### config.mk
export PLATFORM = sky130hd
export DESIGN_NAME = ccsb_top
export DESIGN_NICKNAME = d
export VERILOG_FILES = /design/src/common/ccsb_pkg.sv /design/src/core/ccsb_top.sv /design/src/core/ccsb_tick_div.sv
export VERILOG_INCLUDE_DIRS = /design/src /design/src/common
export SDC_FILE = /design/constraint.sdc
export NUM_CORES = 1
export LEC_CHECK = 0
export BUFFER_PORTS_ARGS = -buffer_cell sky130_fd_sc_hd__buf_2
export CAP_MARGIN = 20
export CORE_MARGIN = 8
export CORE_UTILIZATION = 52
export DETAILED_ROUTE_END_ITERATION = 12
export PLACE_DENSITY = 0.93
export SYNTH_ARGS = -nofsm -noshare
export SYNTH_HDL_FRONTEND = slang
export SYNTH_HIERARCHICAL = 1
export SYNTH_SLANG_ARGS = --single-unit
### constraint.sdc
create_clock -name clk -period 3.21 [get_ports clk]
set_input_delay 0.321 -clock clk [delete_from_list [all_inputs] [get_ports clk]]
set_output_delay 0.321 -clock clk [all_outputs]
set_load 0.02 [all_outputs]
### src/common/ccsb_defines.svh
// Offsets, field positions and reset values of the clock source control block.
// What this block does
// - Output clock divider field: 00 /1, 01 /2, 10 /4, 11 /8; reset /8.
// - Oscillator mode field: 00 RC, 10 PLL; 01 and 11 unused; reset RC.
// - Oscillator mode writes take effect only while high-speed oscillation is off.
// - High-speed clock divider field: 00 /1, 01 /2, 10 /4, 11 /8; reset /8.
// - Read-only PLL lock flag in bit 7; zero when PLL inactive; resets 0.
// - High-speed oscillation enable bit stops or runs oscillator; resets to 1.
// - System clock select: 0 low-speed, 1 divided high-speed; resets to 1.
// - With oscillation disabled, clock select is forced 0 and low-speed runs.
// - Backup register works only with the crystal option; otherwise inert.
// - Low-speed backup flag bit 2 is 1 while RC backup replaces crystal.
// - Writing 1 to low-speed backup flag returns to crystal, clears flag.
// - High-speed backup flag bit 1: crystal option, PLL mode, PLL stopped.
// - Writing 1 to high-speed backup flag returns to PLL, clears flag.
// - High-speed backup flag stays set after STOP release until cancelled.
// - With crystal option the block starts in low-speed backup after power-up.
// - Crystal status sets at power-up, crystal stop and STOP entry.
// - PLL status sets on PLL stop or STOP entry while PLL active; 0 while PLL runs or is inactive.
// - Status is read-only, resets 04H; control registers reset 33H, 03H, 00H.
// - Status bit 2 is crystal status, bit 1 PLL status, others zero.
`ifndef CCSB_DEFINES_SVH
`define CCSB_DEFINES_SVH
`define CCSB_ADDR_W 16
`define CCSB_DATA_W 8
`define CCSB_ADDR_DIV_MODE 16'hF002
`define CCSB_ADDR_EN_SEL 16'hF003
`define CCSB_ADDR_BACKUP 16'hF005
`define CCSB_ADDR_STATUS 16'hF00A
`define CCSB_RST_DIV_MODE 8'h33
`define CCSB_RST_EN_SEL 8'h03
`define CCSB_RST_BACKUP 8'h00
`define CCSB_RST_STATUS 8'h04
`define CCSB_OUT_DIV_HI 5
`define CCSB_OUT_DIV_LO 4
`define CCSB_OSC_MODE_HI 3
`define CCSB_OSC_MODE_LO 2
`define CCSB_HS_DIV_HI 1
`define CCSB_HS_DIV_LO 0
`define CCSB_PLL_LOCK_BIT 7
`define CCSB_HS_EN_BIT 1
`define CCSB_SYS_SEL_BIT 0
`define CCSB_LS_BACKUP_BIT 2
`define CCSB_HS_BACKUP_BIT 1
`define CCSB_LS_FAIL_BIT 2
`define CCSB_PLL_FAIL_BIT 1
`define CCSB_DIV_CNT_W 3
`endif

### src/common/ccsb_pkg.sv
// Types shared by the clock source control block.
package ccsb_pkg;
  typedef enum logic [1:0] {
    CCSB_OSC_RC = 2'b00,
    CCSB_OSC_RSV1 = 2'b01,
    CCSB_OSC_PLL = 2'b10,
    CCSB_OSC_RSV3 = 2'b11
  } ccsb_osc_mode_e;

  typedef struct packed {
    logic [15:0] addr;
    logic [7:0] wdata;
    logic wr;
    logic rd;
  } ccsb_bus_req_s;

  // Events from the analog oscillators and the power controller.
  typedef struct packed {
    logic ls_xtal_stop;
    logic ls_xtal_ready;
    logic pll_stop;
    logic pll_ready;
    logic pll_locked;
    logic stop_enter;
  } ccsb_osc_evt_s;

  typedef struct packed {
    logic hs_osc_enable;
    ccsb_osc_mode_e hs_osc_mode;
    logic system_clock_source_sel;
    logic ls_from_rc_backup;
    logic hs_from_rc_backup;
  } ccsb_clk_ctrl_s;

  typedef struct packed {
    logic [1:0] out_div;
    ccsb_osc_mode_e osc_mode;
    logic [1:0] hs_div;
    logic hs_en;
    logic sys_sel;
    logic pll_lock;
    logic ls_backup;
    logic hs_backup;
    logic ls_fail;
    logic pll_fail;
    logic boot;
    logic [7:0] rdata;
  } ccsb_state_s;

  typedef struct packed {
    logic [2:0] cnt;
    logic tick;
  } ccsb_div_state_s;
endpackage

### src/core/ccsb_top.sv
// Clock source selection, dividers and backup control registers.
`include "ccsb_defines.svh"
module ccsb_top
  import ccsb_pkg::*;
(
  input wire logic clk,
  input wire logic reset,
  input wire ccsb_bus_req_s bus_req,
  output logic [7:0] bus_rdata,
  input wire logic xtal_option,
  input wire ccsb_osc_evt_s osc_evt,
  input wire logic hs_osc_tick,
  input wire logic ls_clk_tick,
  output ccsb_clk_ctrl_s clk_ctrl,
  output logic high_speed_clock_en,
  output logic port_output_clock_en,
  output logic sys_clk_en
);
  localparam logic [7:0] RST_DM = `CCSB_RST_DIV_MODE;
  localparam logic [7:0] RST_ES = `CCSB_RST_EN_SEL;
  localparam logic [7:0] RST_BK = `CCSB_RST_BACKUP;
  localparam logic [7:0] RST_ST = `CCSB_RST_STATUS;
  localparam ccsb_state_s RST_STATE = '{
    out_div: RST_DM[`CCSB_OUT_DIV_HI:`CCSB_OUT_DIV_LO],
    osc_mode: ccsb_osc_mode_e'(RST_DM[`CCSB_OSC_MODE_HI:`CCSB_OSC_MODE_LO]),
    hs_div: RST_DM[`CCSB_HS_DIV_HI:`CCSB_HS_DIV_LO],
    hs_en: RST_ES[`CCSB_HS_EN_BIT],
    sys_sel: RST_ES[`CCSB_SYS_SEL_BIT],
    pll_lock: RST_ES[`CCSB_PLL_LOCK_BIT],
    ls_backup: RST_BK[`CCSB_LS_BACKUP_BIT],
    hs_backup: RST_BK[`CCSB_HS_BACKUP_BIT],
    ls_fail: RST_ST[`CCSB_LS_FAIL_BIT],
    pll_fail: RST_ST[`CCSB_PLL_FAIL_BIT],
    boot: 1'b1,
    rdata: 8'h00
  };

  ccsb_state_s s_q;
  ccsb_state_s s_d;
  logic pll_active;
  logic wr_dm;
  logic wr_es;
  logic wr_bk;
  logic [7:0] img_dm;
  logic [7:0] img_es;
  logic [7:0] img_bk;
  logic [7:0] img_st;

  assign pll_active = s_q.hs_en && (s_q.osc_mode == CCSB_OSC_PLL);
  assign wr_dm = bus_req.wr && (bus_req.addr == `CCSB_ADDR_DIV_MODE);
  assign wr_es = bus_req.wr && (bus_req.addr == `CCSB_ADDR_EN_SEL);
  assign wr_bk = bus_req.wr && (bus_req.addr == `CCSB_ADDR_BACKUP);

  // Register images; every bit not named here reads as zero.
  always_comb begin
    img_dm = 8'h00;
    img_dm[`CCSB_OUT_DIV_HI:`CCSB_OUT_DIV_LO] = s_q.out_div;
    img_dm[`CCSB_OSC_MODE_HI:`CCSB_OSC_MODE_LO] = s_q.osc_mode;
    img_dm[`CCSB_HS_DIV_HI:`CCSB_HS_DIV_LO] = s_q.hs_div;
    img_es = 8'h00;
    img_es[`CCSB_PLL_LOCK_BIT] = s_q.pll_lock;
    img_es[`CCSB_HS_EN_BIT] = s_q.hs_en;
    img_es[`CCSB_SYS_SEL_BIT] = s_q.sys_sel;
    img_bk = 8'h00;
    img_bk[`CCSB_LS_BACKUP_BIT] = s_q.ls_backup;
    img_bk[`CCSB_HS_BACKUP_BIT] = s_q.hs_backup;
    img_st = 8'h00;
    img_st[`CCSB_LS_FAIL_BIT] = s_q.ls_fail;
    img_st[`CCSB_PLL_FAIL_BIT] = s_q.pll_fail;
  end

  always_comb begin
    s_d = s_q;
    s_d.boot = 1'b0;
    s_d.rdata = 8'h00;
    // The lock flag only means something while the PLL is the running source.
    s_d.pll_lock = pll_active && osc_evt.pll_locked;
    if (wr_dm) begin
      s_d.out_div = bus_req.wdata[`CCSB_OUT_DIV_HI:`CCSB_OUT_DIV_LO];
      s_d.hs_div = bus_req.wdata[`CCSB_HS_DIV_HI:`CCSB_HS_DIV_LO];
      if (!s_q.hs_en) begin
        s_d.osc_mode = ccsb_osc_mode_e'(
          bus_req.wdata[`CCSB_OSC_MODE_HI:`CCSB_OSC_MODE_LO]);
      end
    end
    if (wr_es) begin
      s_d.hs_en = bus_req.wdata[`CCSB_HS_EN_BIT];
      s_d.sys_sel = bus_req.wdata[`CCSB_SYS_SEL_BIT];
    end
    if (wr_bk && xtal_option) begin
      if (bus_req.wdata[`CCSB_LS_BACKUP_BIT]) begin
        s_d.ls_backup = 1'b0;
      end
      if (bus_req.wdata[`CCSB_HS_BACKUP_BIT]) begin
        s_d.hs_backup = 1'b0;
      end
    end
    // Hardware sets come after the software clears so an event in the
    // clearing cycle is never lost.
    if (xtal_option) begin
      if (osc_evt.ls_xtal_stop || s_q.boot) begin
        s_d.ls_backup = 1'b1;
      end
      if (pll_active && osc_evt.pll_stop) begin
        s_d.hs_backup = 1'b1;
      end
    end else begin
      s_d.ls_backup = 1'b0;
      s_d.hs_backup = 1'b0;
    end
    if (osc_evt.ls_xtal_ready) begin
      s_d.ls_fail = 1'b0;
    end
    if (osc_evt.ls_xtal_stop || osc_evt.stop_enter) begin
      s_d.ls_fail = 1'b1;
    end
    if (!pll_active || osc_evt.pll_ready) begin
      s_d.pll_fail = 1'b0;
    end
    if (pll_active && (osc_evt.pll_stop || osc_evt.stop_enter)) begin
      s_d.pll_fail = 1'b1;
    end
    // The select bit cannot hold 1 while the high-speed oscillator is off.
    if (!s_d.hs_en) begin
      s_d.sys_sel = 1'b0;
    end
    if (bus_req.rd) begin
      case (bus_req.addr)
        `CCSB_ADDR_DIV_MODE: s_d.rdata = img_dm;
        `CCSB_ADDR_EN_SEL: s_d.rdata = img_es;
        `CCSB_ADDR_BACKUP: s_d.rdata = img_bk;
        `CCSB_ADDR_STATUS: s_d.rdata = img_st;
        default: s_d.rdata = 8'h00;
      endcase
    end
  end

  always_ff @(posedge clk or posedge reset) begin
    if (reset) begin
      s_q <= RST_STATE;
    end else begin
      s_q <= s_d;
    end
  end

  ccsb_tick_div u_hs_div (
    .clk(clk),
    .reset(reset),
    .tick_in(hs_osc_tick),
    .div_sel(s_q.hs_div),
    .tick_out(high_speed_clock_en)
  );

  ccsb_tick_div u_out_div (
    .clk(clk),
    .reset(reset),
    .tick_in(hs_osc_tick),
    .div_sel(s_q.out_div),
    .tick_out(port_output_clock_en)
  );

  assign bus_rdata = s_q.rdata;
  assign clk_ctrl.hs_osc_enable = s_q.hs_en;
  assign clk_ctrl.hs_osc_mode = s_q.osc_mode;
  assign clk_ctrl.system_clock_source_sel = s_q.sys_sel;
  assign clk_ctrl.ls_from_rc_backup = s_q.ls_backup;
  assign clk_ctrl.hs_from_rc_backup = s_q.hs_backup;
  // The system clock enable follows the select bit without retiming; the
  // selector is only safe because both sources are pulses of one clock.
  assign sys_clk_en = s_q.sys_sel ? high_speed_clock_en : ls_clk_tick;
endmodule

### src/core/ccsb_tick_div.sv
// Divides an enable pulse train by 1, 2, 4 or 8.
`include "ccsb_defines.svh"
module ccsb_tick_div
  import ccsb_pkg::*;
(
  input wire logic clk,
  input wire logic reset,
  input wire logic tick_in,
  input wire logic [1:0] div_sel,
  output logic tick_out
);
  ccsb_div_state_s q;
  ccsb_div_state_s d;
  logic [2:0] mask;

  always_comb begin
    case (div_sel)
      2'h0: mask = 3'h0;
      2'h1: mask = 3'h1;
      2'h2: mask = 3'h3;
      default: mask = 3'h7;
    endcase
  end

  // A divider change mid-count takes effect on the next input tick, because the
  // compare applies the new mask to the current count, so that period can end early.
  always_comb begin
    d = q;
    d.tick = 1'b0;
    if (tick_in) begin
      d.cnt = q.cnt + 3'h1;
      if ((q.cnt & mask) == mask) begin
        d.tick = 1'b1;
        d.cnt = 3'h0;
      end
    end
  end

  always_ff @(posedge clk or posedge reset) begin
    if (reset) begin
      q <= '0;
    end else begin
      q <= d;
    end
  end

  assign tick_out = q.tick;
endmodule

Word-level counts from Yosys, hierarchy flattened
Index checks and enable logic that the tools add are counted.
{ "word_totals": {"reg_bits": 30, "latchBits": 0, "ramBits": 0, "rom_bits": 0, "input_bits": 37, "output_inout_bits": 17, "word_cells": 78, "memories": 0} }
{ "op_classes": {"add_sub_neg": 2, "n_mul": 0, "n_div": 0, "magnitude_cmp": 0, "eq_ne": 16, "n_shift": 0, "mux": 21, "bitwise_logic": 3, "n_reduce_logical": 20} }
{ "ops": {"columns": ["cell", "n"], "rows": [
  ["16-bit equality test, second input constant", 4],
  ["8-bit one-hot mux with 4 select lines", 1],
  ["3-bit one-hot mux with 3 select lines", 2],
  ["1-bit two-way mux", 12],
  ["1-bit logical AND", 8],
  ["4-bit two-way mux", 2],
  ["8-bit two-way mux", 1],
  ["3-bit by 1-bit adder with 3-bit output, second input constant", 2],
  ["3-bit AND", 2],
  ["2-bit equality test, second input constant", 3],
  ["3-bit equality test", 2],
  ["2-bit two-way mux", 3],
  ["3-bit by 1-bit != test with 1-bit output, second input constant", 2],
  ["3-bit by 2-bit != test with 1-bit output, second input constant", 2],
  ["2-bit AND reduction", 3],
  ["2-bit by 1-bit equality test with 1-bit output, second input constant", 2],
  ["2-bit zero test", 2],
  ["1-bit logical OR", 4],
  ["2-bit nonzero test", 2],
  ["2-bit by 1-bit != test with 1-bit output, second input constant", 1],
  ["1-bit zero test", 1],
  ["1-bit inverter", 1]
]} }

Depth between registers and ports, before layout
Gate-level depths: netlist (run 1).
{ "depth": {"depth_word": 6, "mapped_depth": 5} }

Hierarchy
Netlist (run 1), hierarchy kept.
{ "modules_own_cells": {"columns": ["mod", "instances", "cells_each", "area_each_um2", "seq_area_each_um2"], "rows": [
  ["ccsb_top", 1, 99, 1088.5, 535.5],
  ["ccsb_tick_div", 2, 19, 200.2, 100.1]
]} }

Worst setup path before layout (run 1)
Ideal clock, no wire load.
{ "synth_path": {"path_kind": "in2reg", "from": "input port bus_req[16] in the netlist's numbering", "to": "register s_q, in the netlist clk_ctrl[3]", "setup_time_ps": 125, "arrival_time_ps": 1493, "required_time_ps": 3085, "path_slack_ps": 1592, "path_stages": 4, "path_buffers": 0, "cell_sequence": "nor4_2 > nand4_2 > or3_4 > mux2_4"} }
{ "synth_via": {"elab_chain_len": 3} }
{ "synth_rtl": {"columns": ["element", "line", "text"], "rows": [
  ["start: declaration", "ccsb_top.sv:8", "input wire ccsb_bus_req_s bus_req,"],
  ["16-bit equality test", null, null],
  ["1-bit logical AND", "ccsb_top.sv:50", "assign wr_dm = bus_req.wr && (bus_req.addr == `CCSB_ADDR_DIV_MODE);"],
  ["2-bit AND reduction (no line)", null, null],
  ["end signal: assignment", "ccsb_top.sv:140", "s_q <= RST_STATE;"],
  ["end signal: assignment", "ccsb_top.sv:142", "s_q <= s_d;"],
  ["end: declaration", "ccsb_top.sv:38", "ccsb_state_s s_q;"]
]} }
Every way passes these cells.
A chain may end at the register's enable or synchronous reset.

Worst setup path after layout (run 1)
{ "layout_path": {"from": "register s_q, in the netlist clk_ctrl[2]", "to": "output port sys_clk_en"} }
{ "layout_via": {"elab_chain_len": 1} }
{ "layout_rtl": {"columns": ["element", "line", "text"], "rows": [
  ["1-bit two-way mux", "ccsb_top.sv:170", "assign sys_clk_en = s_q.sys_sel ? high_speed_clock_en : ls_clk_tick;"],
  ["end: declaration", "ccsb_top.sv:17", "output logic sys_clk_en"]
]} }
Every way passes these cells.

==> results.json, run 1 <==
{
  "ys_types": 36,
  "crit_buf_inv": 1,
  "fmax_mhz": 592,
  "antenna_cells": 0,
  "worstSetupPathType": "flip-flop to output pin",
  "slowest_stage": "dfstp_2",
  "ys.flop_type": "dfrtp_1",
  "row_count": 19,
  "r2r-start": "clk_ctrl[5]",
  "cp-endpoint": "sys_clk_en",
  "cts_tree": "done",
  "yosys.area.top_type_share": 0.353,
  "fin_skew_ps": 11.7,
  "setup.worst_path.start_class": "flip-flop",
  "cp.required_ps": 2890,
  "start_util": 0.545,
  "syn_avg_cell_area_um2": 10.9,
  "final-setup-viol-count": 0,
  "fin_crit_sh": 0.526,
  "clk_pin_slew_worst_paths_ps": 90,
  "period_needed_ps": 1690,
  "grt.total_usage": 0.144,
  "async_reset_ff_frac": 1.00,
  "yosysSeqAreaShare": 0.494,
  "final.setup.tns_ps": 0,
  "cts-root-buf": "clkbuf_4",
  "synth-warning-count": 6,
  "drtIter0Drc": 59,
  "tightest_slew_ps": 778,
  "routed_wl_um": 3420,
  "gp_congestion": 0.895,
  "fillers": 199,
  "cts_sinks": 29,
  "leakage_nw": 0.905,
  "end_kind": "output pin",
  "netlist_instances": 137,
  "rsz0062_at_grt": "no",
  "synth-edff-count": 0,
  "crit_start": "clk_ctrl[2]",
  "slew_headroom": 0.481,
  "cp_max_fo": 4,
  "fp.dieArea_mm2": 0.00483,
  "fin_area_mm2": 0.00178,
  "hold_viol_final": 0,
  "area_growth_pct": 19.8,
  "crit_arrival_ps": 1370,
  "dpl.hpwl_um": 2690,
  "antenna_found_initial": 0,
  "yosys-top-cells-area": "dfrtp_1, dfstp_2, buf_4, mux2i_1, mux2_2",
  "wl_per_cell_um": 16.1,
  "grt.overflow.total": 0,
  "dpl_cell_area_mm2": 0.00167,
  "yosys.area.top_type": "dfrtp_1",
  "fin_nets": 220,
  "cp.depth": 2,
  "synth_area_mm2": 0.00149,
  "ant_nets": 0,
  "grt_pass1_vias": 1249,
  "drv_cap": 0,
  "hold_class": "input port to flip-flop",
  "fp.coreArea_mm2": 0.00273,
  "io_pins": 54,
  "cts_resized": 0,
  "clk_path_buf_depth": 2,
  "reg2reg_to": "clk_ctrl[3]",
  "min_from": "osc_evt[4]",
  "io_buffers": 50,
  "drc_errors": 0,
  "drive_gt1_frac": 0.451,
  "first_pass_iters": 4,
  "grt_max_degree": 22,
  "vias_per_cell": 5.30,
  "finalMaxSlewViolations": 0,
  "regToRegSetupSlack_ps": 1970,
  "r2r_cells": 2,
  "crit_chain": "mux2_2 -> buf_2",
  "status": "completed",
  "final_cell_mix": "buf_2, dfrtp_1, nor2_1",
  "final_common_cell": "buf_2",
  "die_w_um": 69.5,
  "dr_total_vias": 1129,
  "cts.htree.levels": 2,
  "die-height_um": 69.5,
  "cpPeakStageDelay_ps": 560,
  "numCtsBuffers": 5,
  "peakVddDrop_v": 0.000430,
  "power_density_mw_per_mm2": 448,
  "grt_first_pass_wirelength_um": 5580,
  "ys_ff_latch": 29,
  "critical-path-top-delay-family": "flip-flops",
  "clk_latency_ps": 330
}
==> cells by family after synthesis <==
| kind of cell | share of synthesized area |
|---|---|
| adders and majority gates | 0.0168 |
| muxes | 0.113 |
| other | 0.00252 |
| buffers and inverters | 0.0916 |
| DFF | 0.494 |
| xor gates and xnor gates | 0.0118 |
| AOI/OAI and AO/OA | 0.0891 |
| and+or+nand+nor | 0.182 |
==> flip-flops by register name (all words and copies together) (netlist names) <==
register	cells
u_hs_div/tick_out	1
u_hs_div/q	3
u_out_div/tick_out	1
s_q	1
img_st	2
clk_ctrl	6
img_es	1
bus_rdata	7
img_dm	4
u_out_div/q	3
==> worst min-delay path by stage <==
stage,end,slack [ps],cells after the start
6_report,img_st[2],130,2
5_1_grt,img_st[2],140,2
4_1_cts,img_st[2],120,2
3_5_place_dp,u_hs_div/q[1],230,2
3_3_place_gp,u_hs_div/q[1],230,2
2_1_floorplan,u_hs_div/q[1],90,1
==> worst reg2reg max path, delay by kind of cell (launching register included) <==
kind | cells | cell delay (ps)
mux | 1 | 310
flops | 1 | 410
simple gates | 1 | 410
==> through the flow <==
stage | hold WS (ps) | utilization | instances | total power [mW] | setup WS [ps]
after global routing | 143 | 0.653 | 213 | 0.834 | 1450
after global placement | 228 | 0.611 | 204 | 0.434 | 1390
final | 129 | 0.653 | 213 | 0.799 | 1520
after CTS | 123 | 0.653 | 213 | 0.806 | 1500
after detailed placement | 228 | 0.611 | 204 | 0.437 | 1360
after floorplan | 87.1 | - | 138 | 0.405 | 1590
==> routing by layer <==
metal  wire length [µm]  track usage  vias to the layer above
met3                248       0.0458                        5
met5                  0            0                        -
met2               1920        0.265                       36
met1               1190        0.136                      542
met4                 63       0.0797                        0
li1                   -            -                      546
==> Yosys cell counts, types with 2 or more instances <==
master	count
o21ai_2	2
mux2_2	6
o21a_1	2
nor2b_1	2
ha_1	2
dfstp_2	8
a21oi_1	8
dfrtp_1	21
buf_4	14
o21ai_0	6
nand2b_1	3
xor2_1	2
and2_1	5
nand3b_1	2
nand2_1	9
nor2_1	11
nor3_1	2
mux2_4	2
inv_1	7
mux2i_1	7
==> layout make-up <==
cell class | instances | area [µm²] | share of cell area
Timing Repair Buffer | 51 | 260 | 0.146
Clock inverter | 3 | 65.1 | 0.0365
Inverter | 7 | 26.3 | 0.0147
Multi-Input combinational cell | 87 | 621 | 0.348
Clock buffer | 5 | 37.5 | 0.0210
Tap cell | 31 | 38.8 | 0.0217
Sequential cell | 29 | 736 | 0.412
==> where the power goes <==
part	total (mW)	internal, mW	switching, mW	leakage (nW)
clock	0.368	0.241	0.127	0.0552
sequential	0.371	0.370	0.00150	0.370
combinational	0.0599	0.0261	0.0338	0.480
total	0.799	0.637	0.162	0.905
==> what timing repair did <==
action,CTS,global route
buffers inserted,0,0
endpoints found under the hold margin,8,0
hold buffers,1,0
No activity file was read; power rests on OpenSTA's default activity.
==> run 2, diff against run 1 <==
--- a/config.mk
+++ b/config.mk
@@ -9,9 +9,9 @@
 export BUFFER_PORTS_ARGS = -buffer_cell sky130_fd_sc_hd__buf_2
 export CAP_MARGIN = 20
 export CORE_MARGIN = 8
-export CORE_UTILIZATION = 52
+export CORE_UTILIZATION = 49
 export DETAILED_ROUTE_END_ITERATION = 12
-export PLACE_DENSITY = 0.93
+export PLACE_DENSITY = 0.89
 export SYNTH_ARGS = -nofsm -noshare
 export SYNTH_HDL_FRONTEND = slang
 export SYNTH_HIERARCHICAL = 1
==> constraint.sdc (replaced) <==
create_clock -name clk -period 1.65 [get_ports clk]
set_input_delay 0.165 -clock clk [delete_from_list [all_inputs] [get_ports clk]]
set_output_delay 0.165 -clock clk [all_outputs]
set_load 0.02 [all_outputs]
==> run 2 against run 1 <==
Critical path depth did not move. Routed wire length fell by 12%. Register-to-register slack got worse by 1500 ps. Critical endpoint unchanged. Global-route usage fell by 1.6 points. First-iteration DRC count fell by 6.8%. Critical path type unchanged. Highest routed layer unchanged. Sequential power rose by 95%. Largest power group unchanged. Combinational power rose by 100%.
==> results.json, run 2 (same netlist as run 1, synthesis figures left out) <==
{
  "fin_skew_ps": 8.75,
  "final-setup-viol-count": 0,
  "area_growth_pct": 21.5,
  "cts_sinks": 29,
  "power_density_mw_per_mm2": 734,
  "io_pins": 54,
  "ant_nets": 0,
  "grt.overflow.total": 0,
  "gp_congestion": 0.870,
  "final_common_cell": "buf_2",
  "cts.htree.levels": 2,
  "period_needed_ps": 1540,
  "hold_viol_final": 0,
  "antenna_found_initial": 0,
  "clk_path_buf_depth": 2,
  "die_w_um": 71.1,
  "status": "completed",
  "clk_latency_ps": 320,
  "regToRegSetupSlack_ps": 430,
  "row_count": 20,
  "start_util": 0.500,
  "dpl.hpwl_um": 2450,
  "fmax_mhz": 648,
  "power_mw": 1.33,
  "fp.dieArea_mm2": 0.00506,
  "fin_nets": 227,
  "grt_first_pass_wirelength_um": 5020,
  "rsz0062_at_grt": "no",
  "layout_setup_ws_ps": 106,
  "routed_wl_um": 3020,
  "grt_pass1_vias": 1109,
  "end_kind": "output pin",
  "final_util": 0.608,
  "fp.coreArea_mm2": 0.00298,
  "io_buffers": 50,
  "post_cts_buffers": 0,
  "crit_arrival_ps": 1380,
  "grt.total_usage": 0.128,
  "drive_gt1_frac": 0.466,
  "first_pass_iters": 4,
  "cts-root-buf": "clkbuf_4",
  "setup.worst_path.start_class": "flip-flop",
  "final_cell_mix": "buf_2, dfrtp_1, nor2_1",
  "antenna_cells": 0,
  "finalMaxSlewViolations": 0,
  "drc_errors": 0,
  "peakVddDrop_v": 0.000358,
  "largest_reg_flops": 7,
  "grt_max_degree": 22,
  "vias_per_cell": 5.08,
  "hold_class": "input port to flip-flop",
  "fillers": 243,
  "numCtsBuffers": 5,
  "dr_total_vias": 1128,
  "drtIter0Drc": 55,
  "die-height_um": 71.1,
  "fin_crit_sh": 0.936,
  "wl_per_cell_um": 13.6,
  "cts_tree": "done",
  "cts_resized": 0,
  "drv_cap": 0,
  "worstSetupPathType": "flip-flop to output pin",
  "clk_pin_slew_worst_paths_ps": 90,
  "leakage_nw": 0.925,
  "final.setup.tns_ps": 0,
  "cp_max_fo": 4,
  "cp.required_ps": 1480,
  "dp_slack_ps": 15.6
}
## run 2: cell count changes in the layout (fill, tap and decap cells not counted)
| cell | change |
|---|---|
| dlygate4sd3_1 | +1 |
| bufinv_16 | -2 |
| buf_4 | +6 |
| clkbuf_8 | +2 |
## run 2: power breakdown
part,switching (mW),total (mW),internal (mW)
clock,0.235,0.482,0.247
combinational,0.0648,0.122,0.0575
sequential,0.00326,0.723,0.719
## run 2: final timing paths
kind	start	endpoint	depth (start not counted)
worst min-delay path	osc_evt[1]	img_es[7]	3
max in group asynchronous	reset	img_st[2]	4
min in group asynchronous	reset	u_hs_div/tick_out	3
worst max register to register	clk_ctrl[5]	clk_ctrl[3]	2
worst min register to register	img_es[7]	bus_rdata[7]	2
worst max-delay path	clk_ctrl[2]	sys_clk_en	2
## run 2: metrics by stage
| stage | instance area, µm² | hold slack, ps | std cells |
|---|---|---|---|
| 5_1_grt | 1810 | 34.5 | 222 |
| 3_3_place_gp | 1720 | 71.4 | 212 |
| 6_report | 1810 | 55.6 | 222 |
| 3_5_place_dp | 1720 | 71.0 | 212 |
| 4_1_cts | 1810 | 37.2 | 222 |
| 2_1_floorplan | 1490 | -68.9 | 138 |
## run 2: metal layers
layer | vias up | wire, µm | GRT usage
met5 | - | 0 | 0
met4 | 0 | 30 | 0.0624
met3 | 2 | 208 | 0.0621
met2 | 31 | 1520 | 0.210
met1 | 543 | 1260 | 0.134
li1 | 552 | - | -
## run 2: worst max-delay path, stage by stage, from the launching register on
cell,delay (ps)
dfstp_2,570
mux2_2,330
buf_2,160
## run 2: cell type report
class / instances / area [µm²] / area share
clock buffer: 7 / 65.1 / 0.0360
clock inverter: 1 / 5.00 / 0.00277
inverter: 7 / 26.3 / 0.0145
multi-input combinational: 87 / 621 / 0.343
sequential: 29 / 736 / 0.407
tap: 33 / 41.3 / 0.0228
timing repair buffer: 58 / 315 / 0.174
## run 2: what timing repair did
item / 4_1_cts / 5_1_grt
hold buffers: 2 / 0
endpoints found under the hold margin: 22 / 0
setup endpoints to repair: 0 / 0
==> run 3, diff against run 2 <==
--- a/config.mk
+++ b/config.mk
@@ -6,12 +6,12 @@
 export SDC_FILE = /design/constraint.sdc
 export NUM_CORES = 1
 export LEC_CHECK = 0
-export BUFFER_PORTS_ARGS = -buffer_cell sky130_fd_sc_hd__buf_2
+export BUFFER_PORTS_ARGS = -buffer_cell sky130_fd_sc_hd__buf_4
 export CAP_MARGIN = 20
-export CORE_MARGIN = 8
 export CORE_UTILIZATION = 49
 export DETAILED_ROUTE_END_ITERATION = 12
 export PLACE_DENSITY = 0.89
+export SETUP_SLACK_MARGIN = 0.5
 export SYNTH_ARGS = -nofsm -noshare
 export SYNTH_HDL_FRONTEND = slang
 export SYNTH_HIERARCHICAL = 1
==> run 3 against run 2 <==
The flow now finishes with violations (design-rule violations). Core utilization is 12 points higher. Register-to-register slack better by 40 ps. Hold slack worse by 10 ps. Die area is 35% lower. Sequential share of layout area is 4.8 points lower. Worst setup slack better by 53 ps. Via count is 9.6% higher.
==> results.json, run 3 (same netlist as run 1, synthesis figures left out) <==
{
  "status": "finished, violations left",
  "violations": "design-rule violations",
  "holdPathStages": 3,
  "worstSetupPathType": "flip-flop to output pin",
  "drtIter0Drc": 46,
  "final-setup-viol-count": 0,
  "reg2reg_to": "clk_ctrl[4]",
  "p_switching_mw": 0.320,
  "peakVddDrop_v": 0.000399,
  "hold_viol_final": 0,
  "power.internal_mw": 1.02,
  "swShare": 0.238,
  "gr-usage-met3": 0.0703,
  "cpPeakStageDelay_ps": 560,
  "drive_gt1_frac": 0.497,
  "cts.htree.levels": 2,
  "die-height_um": 57.1,
  "final.setup.tns_ps": 0,
  "cts_tree": "done",
  "fp.coreArea_mm2": 0.00283,
  "dpl.hpwl_um": 2430,
  "cp_max_fo": 2,
  "start_util": 0.526,
  "clk_latency_ps": 330,
  "dp.cells": 209,
  "io_buffers": 50,
  "power_density_mw_per_mm2": 653,
  "final-seq-area_um2": 736,
  "multi_input_area_um2": 656,
  "grt_busiest_layer": "met2",
  "seqPwrFrac": 0.539,
  "slowest_stage": "dfstp_2",
  "gr-usage-met1": 0.255,
  "grt.overflow.total": 0,
  "numCtsBuffers": 5,
  "clk_path_buf_depth": 2,
  "vias_per_cell": 5.42,
  "critical-path-top-delay-family": "flip-flops",
  "area_growth_pct": 37.9,
  "r2r-start": "clk_ctrl[5]",
  "fp.dieArea_mm2": 0.00326,
  "ant_nets": 0,
  "cp.required_ps": 1480,
  "io_pins": 54,
  "stdcell_count": 228,
  "crit_arrival_ps": 1330,
  "crit_buf_inv": 1,
  "die_w_um": 57.1,
  "largest_reg_flops": 7,
  "combPwrFrac": 0.122,
  "dr_total_vias": 1236,
  "final_common_cell": "buf_4",
  "cts_sinks": 29,
  "period_needed_ps": 1490,
  "crit_chain": "mux2_4 -> buf_6",
  "fmax_mhz": 671,
  "gp_congestion": 0.888,
  "regToRegSetupSlack_ps": 470,
  "rsz0062_at_grt": "yes",
  "fin_crit_sh": 0.904,
  "clk_pin_slew_worst_paths_ps": 80,
  "end_kind": "output pin",
  "antenna_cells": 0,
  "clkPwrFrac": 0.339,
  "first_pass_iters": 8,
  "wl_per_cell_um": 15.0,
  "cts-root-buf": "clkbuf_4",
  "setup.worst_path.start_class": "flip-flop",
  "grt_util_met2": 0.388,
  "drv_cap": 0,
  "drc_errors": 4,
  "grt.total_usage": 0.231,
  "min_from": "osc_evt[1]",
  "fin_skew_ps": 6.22,
  "grt_first_pass_wirelength_um": 5550,
  "grt_pass1_vias": 1265,
  "fillers": 165,
  "finalMaxSlewViolations": 0,
  "antenna_found_initial": 0,
  "final_cell_mix": "buf_4, dfrtp_1, nor2_1",
  "leakage_nw": 1.01,
  "hold_class": "input port to flip-flop",
  "holdPathEnd": "img_es[7]",
  "r2r_cells": 2,
  "fin_nets": 235,
  "row_count": 19,
  "grt_max_degree": 22,
  "routed_wl_um": 3430
}
-- run 3: cell types whose count changed in the layout (fill, tap and decap cells not counted), sizes merged --
cell,delta
clkinv,-1
buf,+8
clkbuf,+1
-- run 3: worst max path at each step --
stage,startpoint,endpoint,slack [ps],depth (start not counted)
after detailed placement,bus_req[12],clk_ctrl[4],70,5
after CTS,clk_ctrl[2],sys_clk_en,150,2
after global routing,clk_ctrl[2],sys_clk_en,120,2
final,clk_ctrl[2],sys_clk_en,160,2
after floorplan,bus_req[12],clk_ctrl[3],200,4
after global placement,bus_req[12],clk_ctrl[4],80,5
-- run 3: layout make-up --
type | count | share of cell area
clock buffers | 8 | 0.0286
inverters | 7 | 0.0128
multi-input cells | 87 | 0.319
flip-flops and latches | 29 | 0.358
well taps | 31 | 0.0189
repair buffers | 66 | 0.262
-- run 3: tightest hold or removal path: stages --
cell	delay [ps]
buf_4	110
inv_1	40
nor2_1	40
-- run 3: what timing repair did --
| action | in CTS | in global routing |
|---|---|---|
| endpoints found under the setup margin | 6 | 11 |
| hold endpoints to repair | 22 | 0 |
| pin swaps | 5 | 2 |
| hold buffers | 2 | 0 |
| setup buffers | 6 | 3 |
| resized for setup | 7 | 8 |
-- run 3: power groups by stage --
stage	logic (mW)	clock network [mW]	registers, mW
floorplan	0.0531	0	0.738
global placement	0.145	0	0.736
detailed placement	0.150	0	0.736
CTS	0.160	0.469	0.723
global route	0.176	0.503	0.724
finish	0.163	0.454	0.723
-- run 3: per-stage QoR --
step	util	total power, mW	setup slack (ps)	area, µm²	hold slack (ps)
floorplan	-	0.792	198	1510	-68.9
CTS	0.709	1.35	150	2010	31.9
detailed placement	0.656	0.886	70.1	1860	81.9
global route	0.726	1.40	117	2050	40.3
finish	0.726	1.34	159	2050	45.6
global placement	0.656	0.880	83.9	1860	72.3
-- run 3: routing by layer --
| layer | part of all wire | vias up |
|---|---|---|
| met2 | 0.53 | 39 |
| met5 | 0 | - |
| met4 | 0.026 | 0 |
| met1 | 0.39 | 608 |
| li1 | - | 576 |
| met3 | 0.055 | 13 |
